[config.mk]
export PLATFORM = sky130hd
export DESIGN_NAME = pps_ctrl
export DESIGN_NICKNAME = d
export VERILOG_FILES = /design/src/rtl/pps_pkg.sv /design/src/rtl/pps_ctrl.sv
export VERILOG_INCLUDE_DIRS = /design/src /design/src/rtl
export SDC_FILE = /design/constraint.sdc
export NUM_CORES = 1
export LEC_CHECK = 0
export ABC_CLOCK_PERIOD_IN_PS = 1900
export BUFFER_PORTS_ARGS = -buffer_cell sky130_fd_sc_hd__buf_2
export CAP_MARGIN = 25
export CORE_MARGIN = 1
export CORE_UTILIZATION = 45
export CTS_BUF_LIST = sky130_fd_sc_hd__clkbuf_8
export CTS_CLUSTER_DIAMETER = 40
export DETAILED_ROUTE_END_ITERATION = 12
export PLACE_DENSITY = 0.68
export SYNTH_ARGS = -nofsm -noshare
export SYNTH_HDL_FRONTEND = slang
export SYNTH_SLANG_ARGS = --single-unit
[constraint.sdc]
create_clock -name mclk -period 1.9 [get_ports mclk]
set_input_delay 0.19 -clock mclk [delete_from_list [all_inputs] [get_ports mclk]]
set_output_delay 0.19 -clock mclk [all_outputs]
set_load 0.01 [all_outputs]
[src/rtl/pps_regs.svh]
// Constants for the PCI port control signalling block
`ifndef PPS_REGS_SVH
`define PPS_REGS_SVH
`define PPS_DEVSEL_WAIT 5
`define PPS_SYNC_LAT 2
`define PPS_CNT_W 3
`define PPS_CMD_CFG_READ 4'hA
`define PPS_CMD_CFG_WRITE 4'hB
`endif

[src/rtl/pps_pkg.sv]
// Types for the PCI port control signalling block
package pps_pkg;
	typedef enum logic [4:0] {
		MS_IDLE = 5'h01,
		MS_WAIT = 5'h02,
		MS_DATA = 5'h04,
		MS_TURN = 5'h08,
		MS_ABORT = 5'h10
	} pps_mst_t;
	typedef enum logic [3:0] {
		TS_IDLE = 4'h1,
		TS_CLAIM = 4'h2,
		TS_DATA = 4'h4,
		TS_TURN = 4'h8
	} pps_tgt_t;
	typedef struct packed {
		logic o;
		logic oe;
	} pps_drv_t;
	typedef struct packed {
		logic frame;
		logic irdy;
		logic trdy;
		logic devsel;
		logic stop;
		logic lock;
		logic idsel;
		logic par;
		logic serr;
	} pps_pins_t;
endpackage

[src/rtl/pps_ctrl.sv]
// PCI port control signal engine: master handshake, target claim, parity and errors
// ----------------------------------------------------------------------------
// Overview of operation
// - Initiator ready held until data phase ends
// - Target ready held until data phase ends
// - Claiming target asserts device select
// - No device select in five cycles: abort
// - Initiator ends transaction on target stop
// - Drive deasserted one cycle before release
// - Upstream lock requests are not propagated
// - Config type 0 claimed only with idsel
// - Parity error flagged on bad received data
// - System error open drain, never high
// - System error on address parity fault
// - Frame marks access; deasserts at last
// - Word moves when both readies asserted
// - Even parity over address data and command
// ----------------------------------------------------------------------------
`include "pps_regs.svh"
module pps_ctrl (
	input wire logic mclk,
	input wire logic nrst,
	input wire pps_pkg::pps_pins_t pin_i,
	input wire logic [31:0] ad_i,
	input wire logic [3:0] cbe_i,
	input wire logic mst_start,
	input wire logic mst_last,
	input wire logic tgt_ready,
	input wire logic tgt_stop_req,
	input wire logic serr_enable,
	input wire logic perr_enable,
	output logic frame_o,
	output logic frame_oe,
	output logic irdy_o,
	output logic irdy_oe,
	output logic trdy_o,
	output logic trdy_oe,
	output logic devsel_o,
	output logic devsel_oe,
	output logic stop_o,
	output logic stop_oe,
	output logic perr_o,
	output logic perr_oe,
	output logic serr_o,
	output logic serr_oe,
	output logic mst_abort,
	output logic mst_xfer,
	output logic tgt_xfer,
	output logic cfg_hit,
	output logic lock_seen
);
	import pps_pkg::*;

	function automatic logic even_par(input logic [31:0] a, input logic [3:0] c);
		even_par = ^{a, c};
	endfunction

	// ------------------------------------------------------------------------
	// Input synchronisers
	// ------------------------------------------------------------------------
	pps_pins_t p1_q, ps_q, pd_q;
	logic [31:0] ad1_q, ad_q, adp_q;
	logic [3:0] cbe1_q, cbe_q, cbep_q;
	always_ff @(posedge mclk or negedge nrst)
	begin
		if (!nrst)
		begin
			p1_q <= '1;
			ps_q <= '1;
			pd_q <= '1;
			ad1_q <= '0;
			ad_q <= '0;
			adp_q <= '0;
			cbe1_q <= '0;
			cbe_q <= '0;
			cbep_q <= '0;
		end
		else
		begin
			p1_q <= pin_i;
			ps_q <= p1_q;
			pd_q <= ps_q;
			ad1_q <= ad_i;
			ad_q <= ad1_q;
			adp_q <= ad_q;
			cbe1_q <= cbe_i;
			cbe_q <= cbe1_q;
			cbep_q <= cbe_q;
		end
	end
	logic addr_ph;
	assign addr_ph = !ps_q.frame && pd_q.frame && pd_q.irdy;
	logic data_xfer;
	assign data_xfer = !ps_q.irdy && !ps_q.trdy;

	// ------------------------------------------------------------------------
	// Master side
	// ------------------------------------------------------------------------
	pps_mst_t ms_q;
	logic [`PPS_CNT_W-1:0] wait_q;
	always_ff @(posedge mclk or negedge nrst)
	begin
		if (!nrst)
		begin
			ms_q <= MS_IDLE;
			wait_q <= '0;
			frame_o <= 1'b1;
			frame_oe <= 1'b0;
			irdy_o <= 1'b1;
			irdy_oe <= 1'b0;
			mst_abort <= 1'b0;
			mst_xfer <= 1'b0;
		end
		else
		begin
			mst_abort <= 1'b0;
			mst_xfer <= 1'b0;
			case (ms_q)
				MS_IDLE:
				begin
					frame_oe <= 1'b0;
					irdy_oe <= 1'b0;
					if (mst_start && ps_q.frame && ps_q.irdy)
					begin
						frame_o <= 1'b0;
						frame_oe <= 1'b1;
						irdy_o <= 1'b0;
						irdy_oe <= 1'b1;
						wait_q <= '0;
						ms_q <= MS_WAIT;
					end
				end
				MS_WAIT:
				begin
					if (!ps_q.devsel)
						ms_q <= MS_DATA;
					else if (wait_q == `PPS_CNT_W'(`PPS_DEVSEL_WAIT + `PPS_SYNC_LAT - 1))
					begin
						frame_o <= 1'b1;
						mst_abort <= 1'b1;
						ms_q <= MS_ABORT;
					end
					else
						wait_q <= wait_q + 1'b1;
				end
				MS_DATA:
				begin
					if (mst_last || !ps_q.stop)
						frame_o <= 1'b1;
					if (data_xfer)
						mst_xfer <= 1'b1;
					if ((data_xfer && frame_o) || (!ps_q.stop && frame_o))
					begin
						irdy_o <= 1'b1;
						ms_q <= MS_TURN;
					end
				end
				MS_ABORT:
				begin
					irdy_o <= 1'b1;
					ms_q <= MS_TURN;
				end
				MS_TURN:
				begin
					frame_oe <= 1'b0;
					irdy_oe <= 1'b0;
					ms_q <= MS_IDLE;
				end
				default: ms_q <= MS_IDLE;
			endcase
		end
	end

	// ------------------------------------------------------------------------
	// Target side
	// ------------------------------------------------------------------------
	pps_tgt_t ts_q;
	logic cfg_cmd;
	assign cfg_cmd = (cbe_q == `PPS_CMD_CFG_READ) || (cbe_q == `PPS_CMD_CFG_WRITE);
	always_ff @(posedge mclk or negedge nrst)
	begin
		if (!nrst)
		begin
			ts_q <= TS_IDLE;
			trdy_o <= 1'b1;
			trdy_oe <= 1'b0;
			devsel_o <= 1'b1;
			devsel_oe <= 1'b0;
			stop_o <= 1'b1;
			stop_oe <= 1'b0;
			cfg_hit <= 1'b0;
			tgt_xfer <= 1'b0;
			lock_seen <= 1'b0;
		end
		else
		begin
			tgt_xfer <= 1'b0;
			lock_seen <= addr_ph && !ps_q.lock;
			case (ts_q)
				TS_IDLE:
				begin
					trdy_oe <= 1'b0;
					devsel_oe <= 1'b0;
					stop_oe <= 1'b0;
					cfg_hit <= 1'b0;
					if (addr_ph && cfg_cmd && ps_q.idsel && (ad_q[1:0] == 2'b00))
					begin
						cfg_hit <= 1'b1;
						devsel_o <= 1'b0;
						devsel_oe <= 1'b1;
						trdy_oe <= 1'b1;
						stop_oe <= 1'b1;
						ts_q <= TS_CLAIM;
					end
				end
				TS_CLAIM, TS_DATA:
				begin
					if (tgt_stop_req)
						stop_o <= 1'b0;
					if (tgt_ready || !trdy_o)
						trdy_o <= 1'b0;
					if ((!trdy_o && !ps_q.irdy) || (!stop_o && ps_q.frame))
					begin
						tgt_xfer <= !trdy_o && !ps_q.irdy;
						if (ps_q.frame)
						begin
							trdy_o <= 1'b1;
							devsel_o <= 1'b1;
							stop_o <= 1'b1;
							ts_q <= TS_TURN;
						end
						else if (!stop_o)
							trdy_o <= 1'b1;
						else
							trdy_o <= !tgt_ready;
					end
					else
						ts_q <= TS_DATA;
				end
				TS_TURN:
				begin
					trdy_oe <= 1'b0;
					devsel_oe <= 1'b0;
					stop_oe <= 1'b0;
					cfg_hit <= 1'b0;
					ts_q <= TS_IDLE;
				end
				default: ts_q <= TS_IDLE;
			endcase
		end
	end

	// ------------------------------------------------------------------------
	// Parity and system error
	// ------------------------------------------------------------------------
	logic addr_chk_q, data_chk_q;
	logic [1:0] tact_q;
	always_ff @(posedge mclk or negedge nrst)
	begin
		if (!nrst)
		begin
			addr_chk_q <= 1'b0;
			data_chk_q <= 1'b0;
			tact_q <= 2'b00;
			perr_o <= 1'b1;
			perr_oe <= 1'b0;
			serr_o <= 1'b0;
			serr_oe <= 1'b0;
		end
		else
		begin
			addr_chk_q <= addr_ph;
			// Target state delayed to line up with the synced readies
			tact_q <= {tact_q[0], (ts_q == TS_DATA || ts_q == TS_CLAIM)};
			data_chk_q <= data_xfer && tact_q[1];
			if (perr_enable && data_chk_q && (even_par(adp_q, cbep_q) != ps_q.par))
			begin
				perr_o <= 1'b0;
				perr_oe <= 1'b1;
			end
			else if (!perr_o)
				perr_o <= 1'b1;
			else
				perr_oe <= 1'b0;
			serr_o <= 1'b0;
			serr_oe <= serr_enable && addr_chk_q && (even_par(adp_q, cbep_q) != ps_q.par);
		end
	end

	// ------------------------------------------------------------------------
	// Checks
	// ------------------------------------------------------------------------
	property p_abort_time;
		@(posedge mclk) disable iff (!nrst)
		$rose(ms_q == MS_WAIT) ##0 (ps_q.devsel [*7]) |-> ##[0:1] mst_abort;
	endproperty
	a_abort_time: assert property (p_abort_time) else $error("no abort after devsel wait");
	property p_irdy_hold;
		@(posedge mclk) disable iff (!nrst)
		(ms_q == MS_DATA && !irdy_o && !data_xfer && ps_q.stop) |=> !irdy_o;
	endproperty
	a_irdy_hold: assert property (p_irdy_hold) else $error("irdy released early");
	property p_trdy_hold;
		@(posedge mclk) disable iff (!nrst)
		(trdy_oe && !trdy_o && ps_q.irdy && !ps_q.frame) |=> !trdy_o;
	endproperty
	a_trdy_hold: assert property (p_trdy_hold) else $error("trdy released early");
	property p_turn_irdy;
		@(posedge mclk) disable iff (!nrst)
		$fell(irdy_oe) |-> $past(irdy_o);
	endproperty
	a_turn_irdy: assert property (p_turn_irdy) else $error("irdy floated while asserted");
	property p_turn_devsel;
		@(posedge mclk) disable iff (!nrst)
		$fell(devsel_oe) |-> $past(devsel_o) && $past(trdy_o) && $past(stop_o);
	endproperty
	a_turn_devsel: assert property (p_turn_devsel) else $error("target line floated asserted");
	property p_serr_low;
		@(posedge mclk) disable iff (!nrst)
		serr_oe |-> !serr_o;
	endproperty
	a_serr_low: assert property (p_serr_low) else $error("serr driven high");
	property p_claim_idsel;
		@(posedge mclk) disable iff (!nrst)
		$rose(cfg_hit) |-> $past(ps_q.idsel) && !devsel_o;
	endproperty
	a_claim_idsel: assert property (p_claim_idsel) else $error("claim without idsel");
	property p_stop_honour;
		@(posedge mclk) disable iff (!nrst)
		(ms_q == MS_DATA && !ps_q.stop) |=> frame_o;
	endproperty
	a_stop_honour: assert property (p_stop_honour) else $error("stop ignored");
	property p_serr_cause;
		@(posedge mclk) disable iff (!nrst)
		serr_oe |-> $past(serr_enable) && $past(addr_chk_q);
	endproperty
	a_serr_cause: assert property (p_serr_cause) else $error("serr without cause");
	property p_xfer_both;
		@(posedge mclk) disable iff (!nrst)
		mst_xfer |-> $past(!ps_q.irdy && !ps_q.trdy);
	endproperty
	a_xfer_both: assert property (p_xfer_both) else $error("transfer without both readies");
	c_abort: cover property (@(posedge mclk) disable iff (!nrst) mst_abort);
	c_mxfer: cover property (@(posedge mclk) disable iff (!nrst) mst_xfer);
	c_cfg: cover property (@(posedge mclk) disable iff (!nrst) tgt_xfer && cfg_hit);
	c_perr: cover property (@(posedge mclk) disable iff (!nrst) $fell(perr_o));
endmodule // pps_ctrl

==> results.md, run 1 <==
* WS Path Type: reg2reg
* Slowest stage delay, CP at 0.42 ns
* Design Power at 7260 uW
* Clock power frac at 0.330
* Synth unique cells at 33
* Min Clock Period, post-route at 1.87 ns
* Post-layout util at 0.607
* Worst-Skew Late Latency at 0.43 ns
* WP data arrival at 2.19 ns
* Routed WL per cell at 12.1 um
* CTS H-Tree Depth at 4
* CTS tree: built
* Grt total ovfl at 0
* WL final at around 7100 um
* Post-synth net total at 353
* Total internal power at 5350 uW
* FP Rows at 37
* WP buf/inv at 0
* Synth cell count leaders: 130 x dfrtp_1, 30 x xnor2_1, 26 x dfstp_2
* CP top delay family: XOR/XNOR gates
* Most frequently used flop master after synthesis: dfrtp_1
* Die span in y at around 110 um
* Layout cells sized above 1 at 0.309
* IR drop worst, VDD at around 0.69 mV
* Part of the power in registers at 0.527
* Postcts setup bufs at 0
* Most used cell, CP: xnor2_1
* Die ar. at about 11000 um2
* EDFF count, synth at 0
* Area contributors post-synth: dfrtp_1 67%, dfstp_2 14%, xnor2_1 5.4%, o21ai_0 1.6%, nand2_1 1.1%
* PortBufs at 69
* RSZ-0062 raised after global routing: true
* Largest net degree at the start of global routing at 54
* IO Count at just over 70
* Net Sw Frac at 0.264
* Synth-to-Final Area Change at 30.4%
* Synth top area share at 0.674
* Final Max Tran Viols at 0
* Antenna violations before repair at 0
* NetSw at 1920 uW
* Routed Antenna Nets at 0
* Clock Path Buffers at 2
* Post-DR vias/cell at 4.45
* Avg Inst Size Synth at 16.2 um2
* Setup TNS at 0 ns
* Max FO, Critical Path at 3
* Max Fclk at 0.535 GHz
* DRC at 0
* Sink Count at 156
* Most frequent cell after synthesis: dfrtp_1
* Vias in the first global route at ~2700
* Register area share after synthesis at 0.815
* Placer Congestion at 0.764
* DR vias at 2605
* Hold WC Path Type: in2async
* CP max-delay cell: xnor3_1
* Initial DRC count at 56
* # diodes at 0
* Worst setup EP type: flip-flop
* Clock Root Buffer: clkbuf_8
* Leakage at 0.00294 uW
* Worst-path cell chain: xnor2_1 -> xnor2_1 -> xnor2_1 -> xnor3_1 -> xnor2_1 -> a32o_2
* Layout Nets at 492
* Max Cap Viol at 0
* Initial core utilization at 0.466
* Clock-pin slew on the worst setup and hold paths at 0.08 ns
* Wire length of the first global-routing pass at between 10000 and 15000 um
* Status: finished clean
* Synth Cell Area at 4830 um2
* Power density over the cells at about 1200 nW/um2
* TritonCTS Buffers at 17
* Crit start category: flip-flop
* Synth Instances at between 200 and 300
* #FFs+latches synth at 156
* Tot GR Track Use at 0.148
* Ys Warns at 0
* Async S/R FF share, synth at 1.00
* Pre-antenna DRT Iters at 4
* Yosys top cell by area: dfrtp_1
* Gate power share at 0.143
* Worst Path Required at 2.22 ns
* Clock Skews at 0.00495 ns
* Final period utilization at 0.984
* Area occupied by multi-input gates at 811 um2
* Filler instances at about 810
* DIE WIDTH at 106 um
* Core area at 10400 um2
* Final setup fails at 0
* Post-DP HPWL at 4330 um
* Reg area at 3940 um2
* Final hold violation count at 0
==> kinds of logic (layout without fill, tap and decap cells) <==
logic type | after synthesis | after routing | share of synthesized area
XOR/XNOR | 37 | 37 | 0.0700
AO/OA/AOI/OAI | 30 | 30 | 0.0347
other | 1 | 1 | 0.000777
AND/OR/NAND/NOR | 53 | 53 | 0.0539
multiplexers | 1 | 1 | 0.00233
flip-flops | 156 | 156 | 0.815
adder cells (fa/ha/maj) | 2 | 2 | 0.00518
buffers and inverters | 18 | 170 | 0.0179
==> sequential cells by signal, indices dropped and copies added, names as in the netlist, 3 cells and up <==
signal / count
ad1_q: 32
p1_q: 8
ad_q: 32
ms_q: 5
adp_q: 32
cbe_q: 4
wait_q: 3
cbep_q: 4
ps_q: 8
cbe1_q: 4
ts_q: 4
==> routing by layer <==
| metal | up-vias | share of wire | track usage | wire (um) |
|---|---|---|---|---|
| met5 | - | 0 | 0 | 0 |
| met4 | 0 | 0.027 | 0.0913 | 190 |
| met3 | 13 | 0.039 | 0.0458 | 278 |
| met2 | 60 | 0.53 | 0.242 | 3750 |
| met1 | 1294 | 0.40 | 0.170 | 2860 |
| li1 | 1238 | - | - | - |
==> cells in the final DEF (no fill, tap or decap), types with 6 or more instances in the layout <==
cell / netlist / routed
nand2_1: 14 / 14
dfrtp_1: 130 / 130
o21ai_0: 15 / 15
buf_2: 0 / 68
clkbuf_8: 0 / 17
nand3_1: 6 / 6
xor2_1: 6 / 6
nor2_1: 12 / 12
xnor2_1: 30 / 30
dfstp_2: 26 / 26
buf_4: 5 / 8
inv_1: 10 / 11
dlygate4sd3_1: 0 / 49
a21oi_1: 9 / 9
==> worst reg2reg max path: stages (launching register included) <==
cell,delay (ns)
dfrtp_1,0.38
xnor2_1,0.19
xnor2_1,0.16
xnor2_1,0.15
xnor3_1,0.42
xnor2_1,0.18
a32o_2,0.29
==> power by group through the flow <==
stage / Combinational, uW / Sequential, uW / Clock, uW
after floorplan: 646 / 3870 / 0
after global placement: 935 / 3880 / 0
after detailed placement: 958 / 3890 / 0
after CTS: 1050 / 3830 / 2480
after global routing: 1160 / 3870 / 2630
final: 1040 / 3830 / 2400
==> path summary, 6_finish.rpt <==
kind	cells after the start	end	start	slack [ns]
worst max-delay path	6	perr_oe	adp_q[11]	0.03
worst min-delay path	2	ms_q[3]	nrst	0.26
worst max register to register	6	perr_oe	adp_q[11]	0.03
worst min register to register	0	ad_q[12]	ad1_q[12]	0.35
max in group asynchronous	3	ps_q[1]	nrst	0.96
min in group mclk	5	irdy_o	mst_start	0.28
==> area by class of cell <==
cell class	count	area share
Timing Repair Buffer	128	0.150
Clock buffer	17	0.0372
Tap cell	136	0.0270
Sequential cell	156	0.625
Multi-Input combinational cell	124	0.129
Inverter	10	0.00596
Clock inverter	15	0.0260
==> timing repair <==
action,4_1_cts,5_1_grt
pin swaps,3,0
endpoints found under the hold margin,80,0
endpoints found under the setup margin,1,4
gates resized for setup,0,1
hold buffers,49,0
==> per-stage QoR <==
stage / hold slack (ns) / std cells / cell area (um2) / worst slack (ns)
floorplan: -0.106 / 298 / 4830 / 0.110
global placement: 0.167 / 505 / 5400 / 0.00864
detailed placement: 0.176 / 505 / 5400 / -0.0112
CTS: 0.237 / 586 / 6290 / -0.0103
global route: 0.284 / 586 / 6290 / -0.115
finish: 0.257 / 586 / 6290 / 0.0303
Note: power is estimated with default switching activity, not from simulation.
==> run 2, diff against run 1 <==
Settings changed: CORE_ASPECT_RATIO set to 0.5, HOLD_SLACK_MARGIN set to 0.02.
==> results.md, run 2 (synthesized netlist as in run 1, its figures left out) <==
* Status: finished, violations left
* Violated checks: setup timing
* Post-DP HPWL at 4600 um
* CP top delay family: XOR/XNOR gates
* Layout Nets at 488
* Initial DRC count at 97
* # diodes at 0
* RSZ-0062 raised after global routing: true
* Worst Path Required at about 2.2 ns
* Final Max Tran Viols at 0
* Core area at 10300 um2
* Commonest cells after routing, fill and taps aside: 130 x dfrtp_1, 68 x buf_2, 49 x dlygate4sd3_1
* Final setup slack of the worst path at -0.00373 ns
* Sink Count at about 160
* Largest net degree at the start of global routing at 59
* Clock Path Buffers at 2
* Part of the power in registers at 0.519
* Die span in y at 75.2 um
* Antenna violations before repair at 0
* Clock Skews at 0.0131 ns
* Top flop regs: ad1_q x32, ad_q x32, adp_q x32
* WS Path Type: reg2reg
* R2R depth at 6
* Layout cells sized above 1 at 0.309
* DR vias at 2584
* Worst-path cell chain: xnor2_2 -> xnor2_1 -> xnor2_1 -> xnor3_2 -> xnor2_2 -> a32o_2
* Tot GR Track Use at 0.151
* Postcts setup bufs at 0
* Total internal power at about 5400 uW
* Setup slack after placement at -0.0374 ns
* Min Clock Period, post-route at between 1.5 and 2 ns
* WP buf/inv at 0
* WL final at 7430 um
* Worst setup EP type: flip-flop
* Gate power share at 0.149
* Max Cap Viol at 0
* Power density over the cells at 1180 nW/um2
* Pre-antenna DRT Iters at 4
* Clock Root Buffer: clkbuf_8
* FP Rows at 26
* Max Fclk at 0.525 GHz
* CTS tree: built
* Vias in the first global route at 2697
* Synth-to-Final Area Change at 30.3%
* CP max-delay cell: xnor3_2
* Crit start category: flip-flop
* Routed WL per cell at 12.7 um
* PortBufs at 69
* Final period utilization at 1.00
* Placer Congestion at 0.812
* Slowest stage delay, CP at 0.48 ns
* Most common cell after layout, fill and taps aside: dfrtp_1
* CTS H-Tree Depth at 4
* Critical path depth at 6
* Final setup fails at 1
* Non-filler cells in the finished layout at ~590
* Hold path depth at 5
* WP data arrival at between 2 and 2.5 ns
* Post-DR vias/cell at 4.41
* Slew headroom at 0.649
* Routed Antenna Nets at 0
* Die ar. at 11200 um2
* Leakage at 0.00292 uW
* Clock-pin slew on the worst setup and hold paths at ~0.090 ns
* DIE WIDTH at roughly 150 um
* IR drop worst, VDD at 0.567 mV
* Clock power frac at 0.332
* TritonCTS Buffers at 17
* Worst-margin pin slew at 0.527 ns
* IO Count at 72
* Design Power at 7400 uW
* Max FO, Critical Path at 3
* Net Sw Frac at 0.269
* Worst-Skew Late Latency at ~0.44 ns
* Placed cell count at 505
* NetSw at approximately 2000 uW
* Initial core utilization at 0.468
* Hold WC Path Type: in2reg
* Final hold violation count at 0
* DRC at 0
* Grt total ovfl at 0
* Wire length of the first global-routing pass at ~12000 um
## run 2: worst reg2reg max path: stages (launching register included)
cell and delay (ns):
dfrtp_1 0.40, xnor2_2 0.14, xnor2_1 0.19, xnor2_1 0.15, xnor3_2 0.48, xnor2_2 0.17
a32o_2 0.25
## run 2: metal layers
metal	wire length, um	up-vias	GRT usage
met4	136	0	0.0882
li1	-	1231	-
met3	224	15	0.0442
met5	0	-	0
met2	3980	47	0.268
met1	3090	1291	0.168
## run 2: cell type report
cell class / instances / area, um2
clock buffer: 18 / 248
sequential: 156 / 3940
fill: 755 / 4020
clock inverter: 14 / 160
multi-input combinational: 124 / 822
timing repair buffer: 124 / 912
tap: 140 / 175
inverter: 10 / 37.5
## run 2: repair_timing
item / in CTS / in global routing
pin swaps: 7 / 0
hold endpoints to repair: 88 / 0
gates resized for setup: 1 / 2
endpoints found under the setup margin: 1 / 3
hold buffers: 49 / 0
## run 2: stage by stage
stage	hold slack, ns	util	setup TNS (ns)	cell area, um2
6_report	0.246	0.610	-0.00373	6290
3_3_place_gp	0.179	0.521	-0.0172	5380
5_1_grt	0.297	0.610	-0.115	6290
2_1_floorplan	-0.106	-	0	4830
4_1_cts	0.210	0.609	-0.0218	6280
3_5_place_dp	0.175	0.521	-0.0374	5380
## run 2: path summary, 6_finish.rpt
path | start | endpoint | slack (ns)
hold / removal | mst_last | frame_o | 0.25
setup reg to reg | adp_q[8] | perr_oe | -0.004
max in group asynchronous | nrst | ps_q[3] | 0.89
min in group asynchronous | nrst | irdy_oe | 0.29
hold reg to reg | ad_q[14] | adp_q[14] | 0.35
setup / recovery | adp_q[8] | perr_oe | -0.004
## run 2: power groups by stage
stage | combinational [uW] | clock (uW) | sequential, uW
5_1_grt | 1230 | 2690 | 3880
6_report | 1100 | 2460 | 3840
2_1_floorplan | 646 | 0 | 3870
3_5_place_dp | 979 | 0 | 3900
4_1_cts | 1100 | 2530 | 3840
3_3_place_gp | 931 | 0 | 3880
==> run 3, diff against run 2 <==
Settings changed: RECOVER_POWER set to 100.
==> results.md, run 3 (synthesized netlist as in run 1, its figures left out) <==
* WL final at 7460 um
* Worst-Skew Late Latency at between 0.4 and 0.5 ns
* RSZ-0062 raised after global routing: true
* Commonest cells after routing, fill and taps aside: 130 x dfrtp_1, 53 x buf_2, 49 x dlygate4sd3_1
* Tot GR Track Use at 0.151
* Min Clock Period, post-route at 1.90 ns
* Worst r2r src: adp_q[8]
* Post-DP HPWL at 4600 um
* Postcts setup bufs at 0
* IO Count at 72
* Placed inst area at 5380 um2
* Gate power share at 0.146
* Grt total ovfl at 0
* Filler instances at 764
* Setup TNS at -0.00102 ns
* CTS tree: built
* WP data arrival at around 2.2 ns
* Status: finished, violations left
* Part of the power in registers at 0.520
* Non-filler cells in the finished layout at between 500 and 600
* Clock Root Buffer: clkbuf_8
* CTS H-Tree Depth at 4
* Leakage at roughly 0.0029 uW
* NetSw at around 2000 uW
* Final setup slack of the worst path at -0.00102 ns
* DR vias at 2577
* Violated checks: setup timing
* Routed Antenna Nets at 0
* Hold WC Path Type: in2reg
* Worst setup EP type: flip-flop
* Max Cap Viol at 0
* TritonCTS Buffers at 17
* Final setup fails at 1
* WS Path Type: reg2reg
* Layout cells sized above 1 at 0.262
* FP Rows at 26
* Post-route cell area at between 6000 and 7000 um2
* Clock power frac at 0.334
* Clock Path Buffers at 2
* Top flop regs: ad1_q x32, ad_q x32, adp_q x32
* # diodes at 0
* Routed WL per cell at 12.7 um
* Clock-pin slew on the worst setup and hold paths at 0.09 ns
* Hold_sp: mst_last
* Total internal power at 5370 uW
* Die span in y at between 70 and 80 um
* Final period utilization at 1.00
* PortBufs at 69
* DIE WIDTH at 148 um
* Pre-antenna DRT Iters at 4
* Wire length of the first global-routing pass at 12200 um
* Clock Skews at ~0.013 ns
* Most common cell after layout, fill and taps aside: dfrtp_1
* Die ar. at 11200 um2
* Final Max Tran Viols at 0
* CP max-delay cell: xnor3_2
* Max Fclk at approximately 0.53 GHz
* IR drop worst, VDD at 0.566 mV
* Critical path origin: adp_q[8]
* Post-DR vias/cell at 4.40
* Max FO, Critical Path at 3
* Placed cell count at 505
* Antenna violations before repair at 0
* DRC at 0
* Core area at 10300 um2
* Slowest stage delay, CP at 0.48 ns
* Power density over the cells at 1180 nW/um2
* Vias in the first global route at 2697
* Worst-margin pin slew at ~1.4 ns
* Initial DRC count at 100
* Final hold violation count at 0
* Initial core utilization at 0.468
* Fin Hold WS at 0.252 ns
* Worst-path cell chain: xnor2_2 -> xnor2_1 -> xnor2_1 -> xnor3_2 -> xnor2_2 -> a32o_2
* Post-layout util at 0.607
* Layout Nets at 488
* Crit start category: flip-flop
* Largest net degree at the start of global routing at a little under 60
* Placer Congestion at between 0.8 and 0.9
* Worst Path Required at 2.22 ns
* Sink Count at 156
* Slew headroom at 0.0566
* Synth-to-Final Area Change at 29.6%
* Net Sw Frac at 0.271
## run 3: cell count changes in the layout (fill, tap and decap cells not counted), moves of 5 or more
cell,delta
dfstp_2,-5
dfstp_1,+5
buf_2,-15
clkbuf_1,+16
## run 3: through the flow
step | setup WS (ns) | power (uW)
2_1_floorplan | 0.110 | 4510
3_3_place_gp | -0.0172 | 4810
3_5_place_dp | -0.0374 | 4880
4_1_cts | -0.0218 | 7470
5_1_grt | -0.0833 | 7750
6_report | -0.00102 | 7370
## run 3: final timing paths
check	slack, ns	cells after the start	endpoint
max in group asynchronous	0.22	3	p1_q[1]
min in group asynchronous	0.63	2	irdy_oe
setup reg to reg	-0.001	6	perr_oe
hold reg to reg	0.35	0	adp_q[14]
setup / recovery	-0.001	6	perr_oe
hold / removal	0.25	5	frame_o
## run 3: repair_timing
item / 4_1_cts / 5_1_grt
gates cloned: 0 / 0
hold buffers: 49 / 0
pin swaps: 7 / 0
gates resized for setup: 1 / 2
setup endpoints to repair: 1 / 3
hold endpoints to repair: 88 / 0
## run 3: critical path: cells and delay by family, from the launching register on
kind / cells / cell delay [ns]
AO/OA/AOI/OAI: 1 / 0.25
XOR/XNOR: 5 / 1.13
flip-flops: 1 / 0.40
## run 3: per-layer routing
layer / GRT usage / share of wire / vias to the layer above
met2: 0.268 / 0.54 / 43
met3: 0.0442 / 0.029 / 13
met4: 0.0882 / 0.017 / 0
met5: 0 / 0 / -
li1: - / - / 1231
met1: 0.168 / 0.42 / 1290
## run 3: power groups by stage
stage,clock network [uW],registers [uW],logic (uW)
final,2460,3830,1080
after detailed placement,0,3900,979
after floorplan,0,3870,646
after global routing,2690,3870,1200
after global placement,0,3880,931
after CTS,2530,3840,1100
## run 3: area by class of cell
cell class              instances  area (um2)  share of cell area
clock inverters                14         160              0.0256
inverters                      10        37.5             0.00600
flip-flops and latches        156        3940               0.629
well taps                     140         175              0.0280
clock buffers                  18         248              0.0396
repair buffers                124         878               0.140
multi-input cells             124         822               0.131
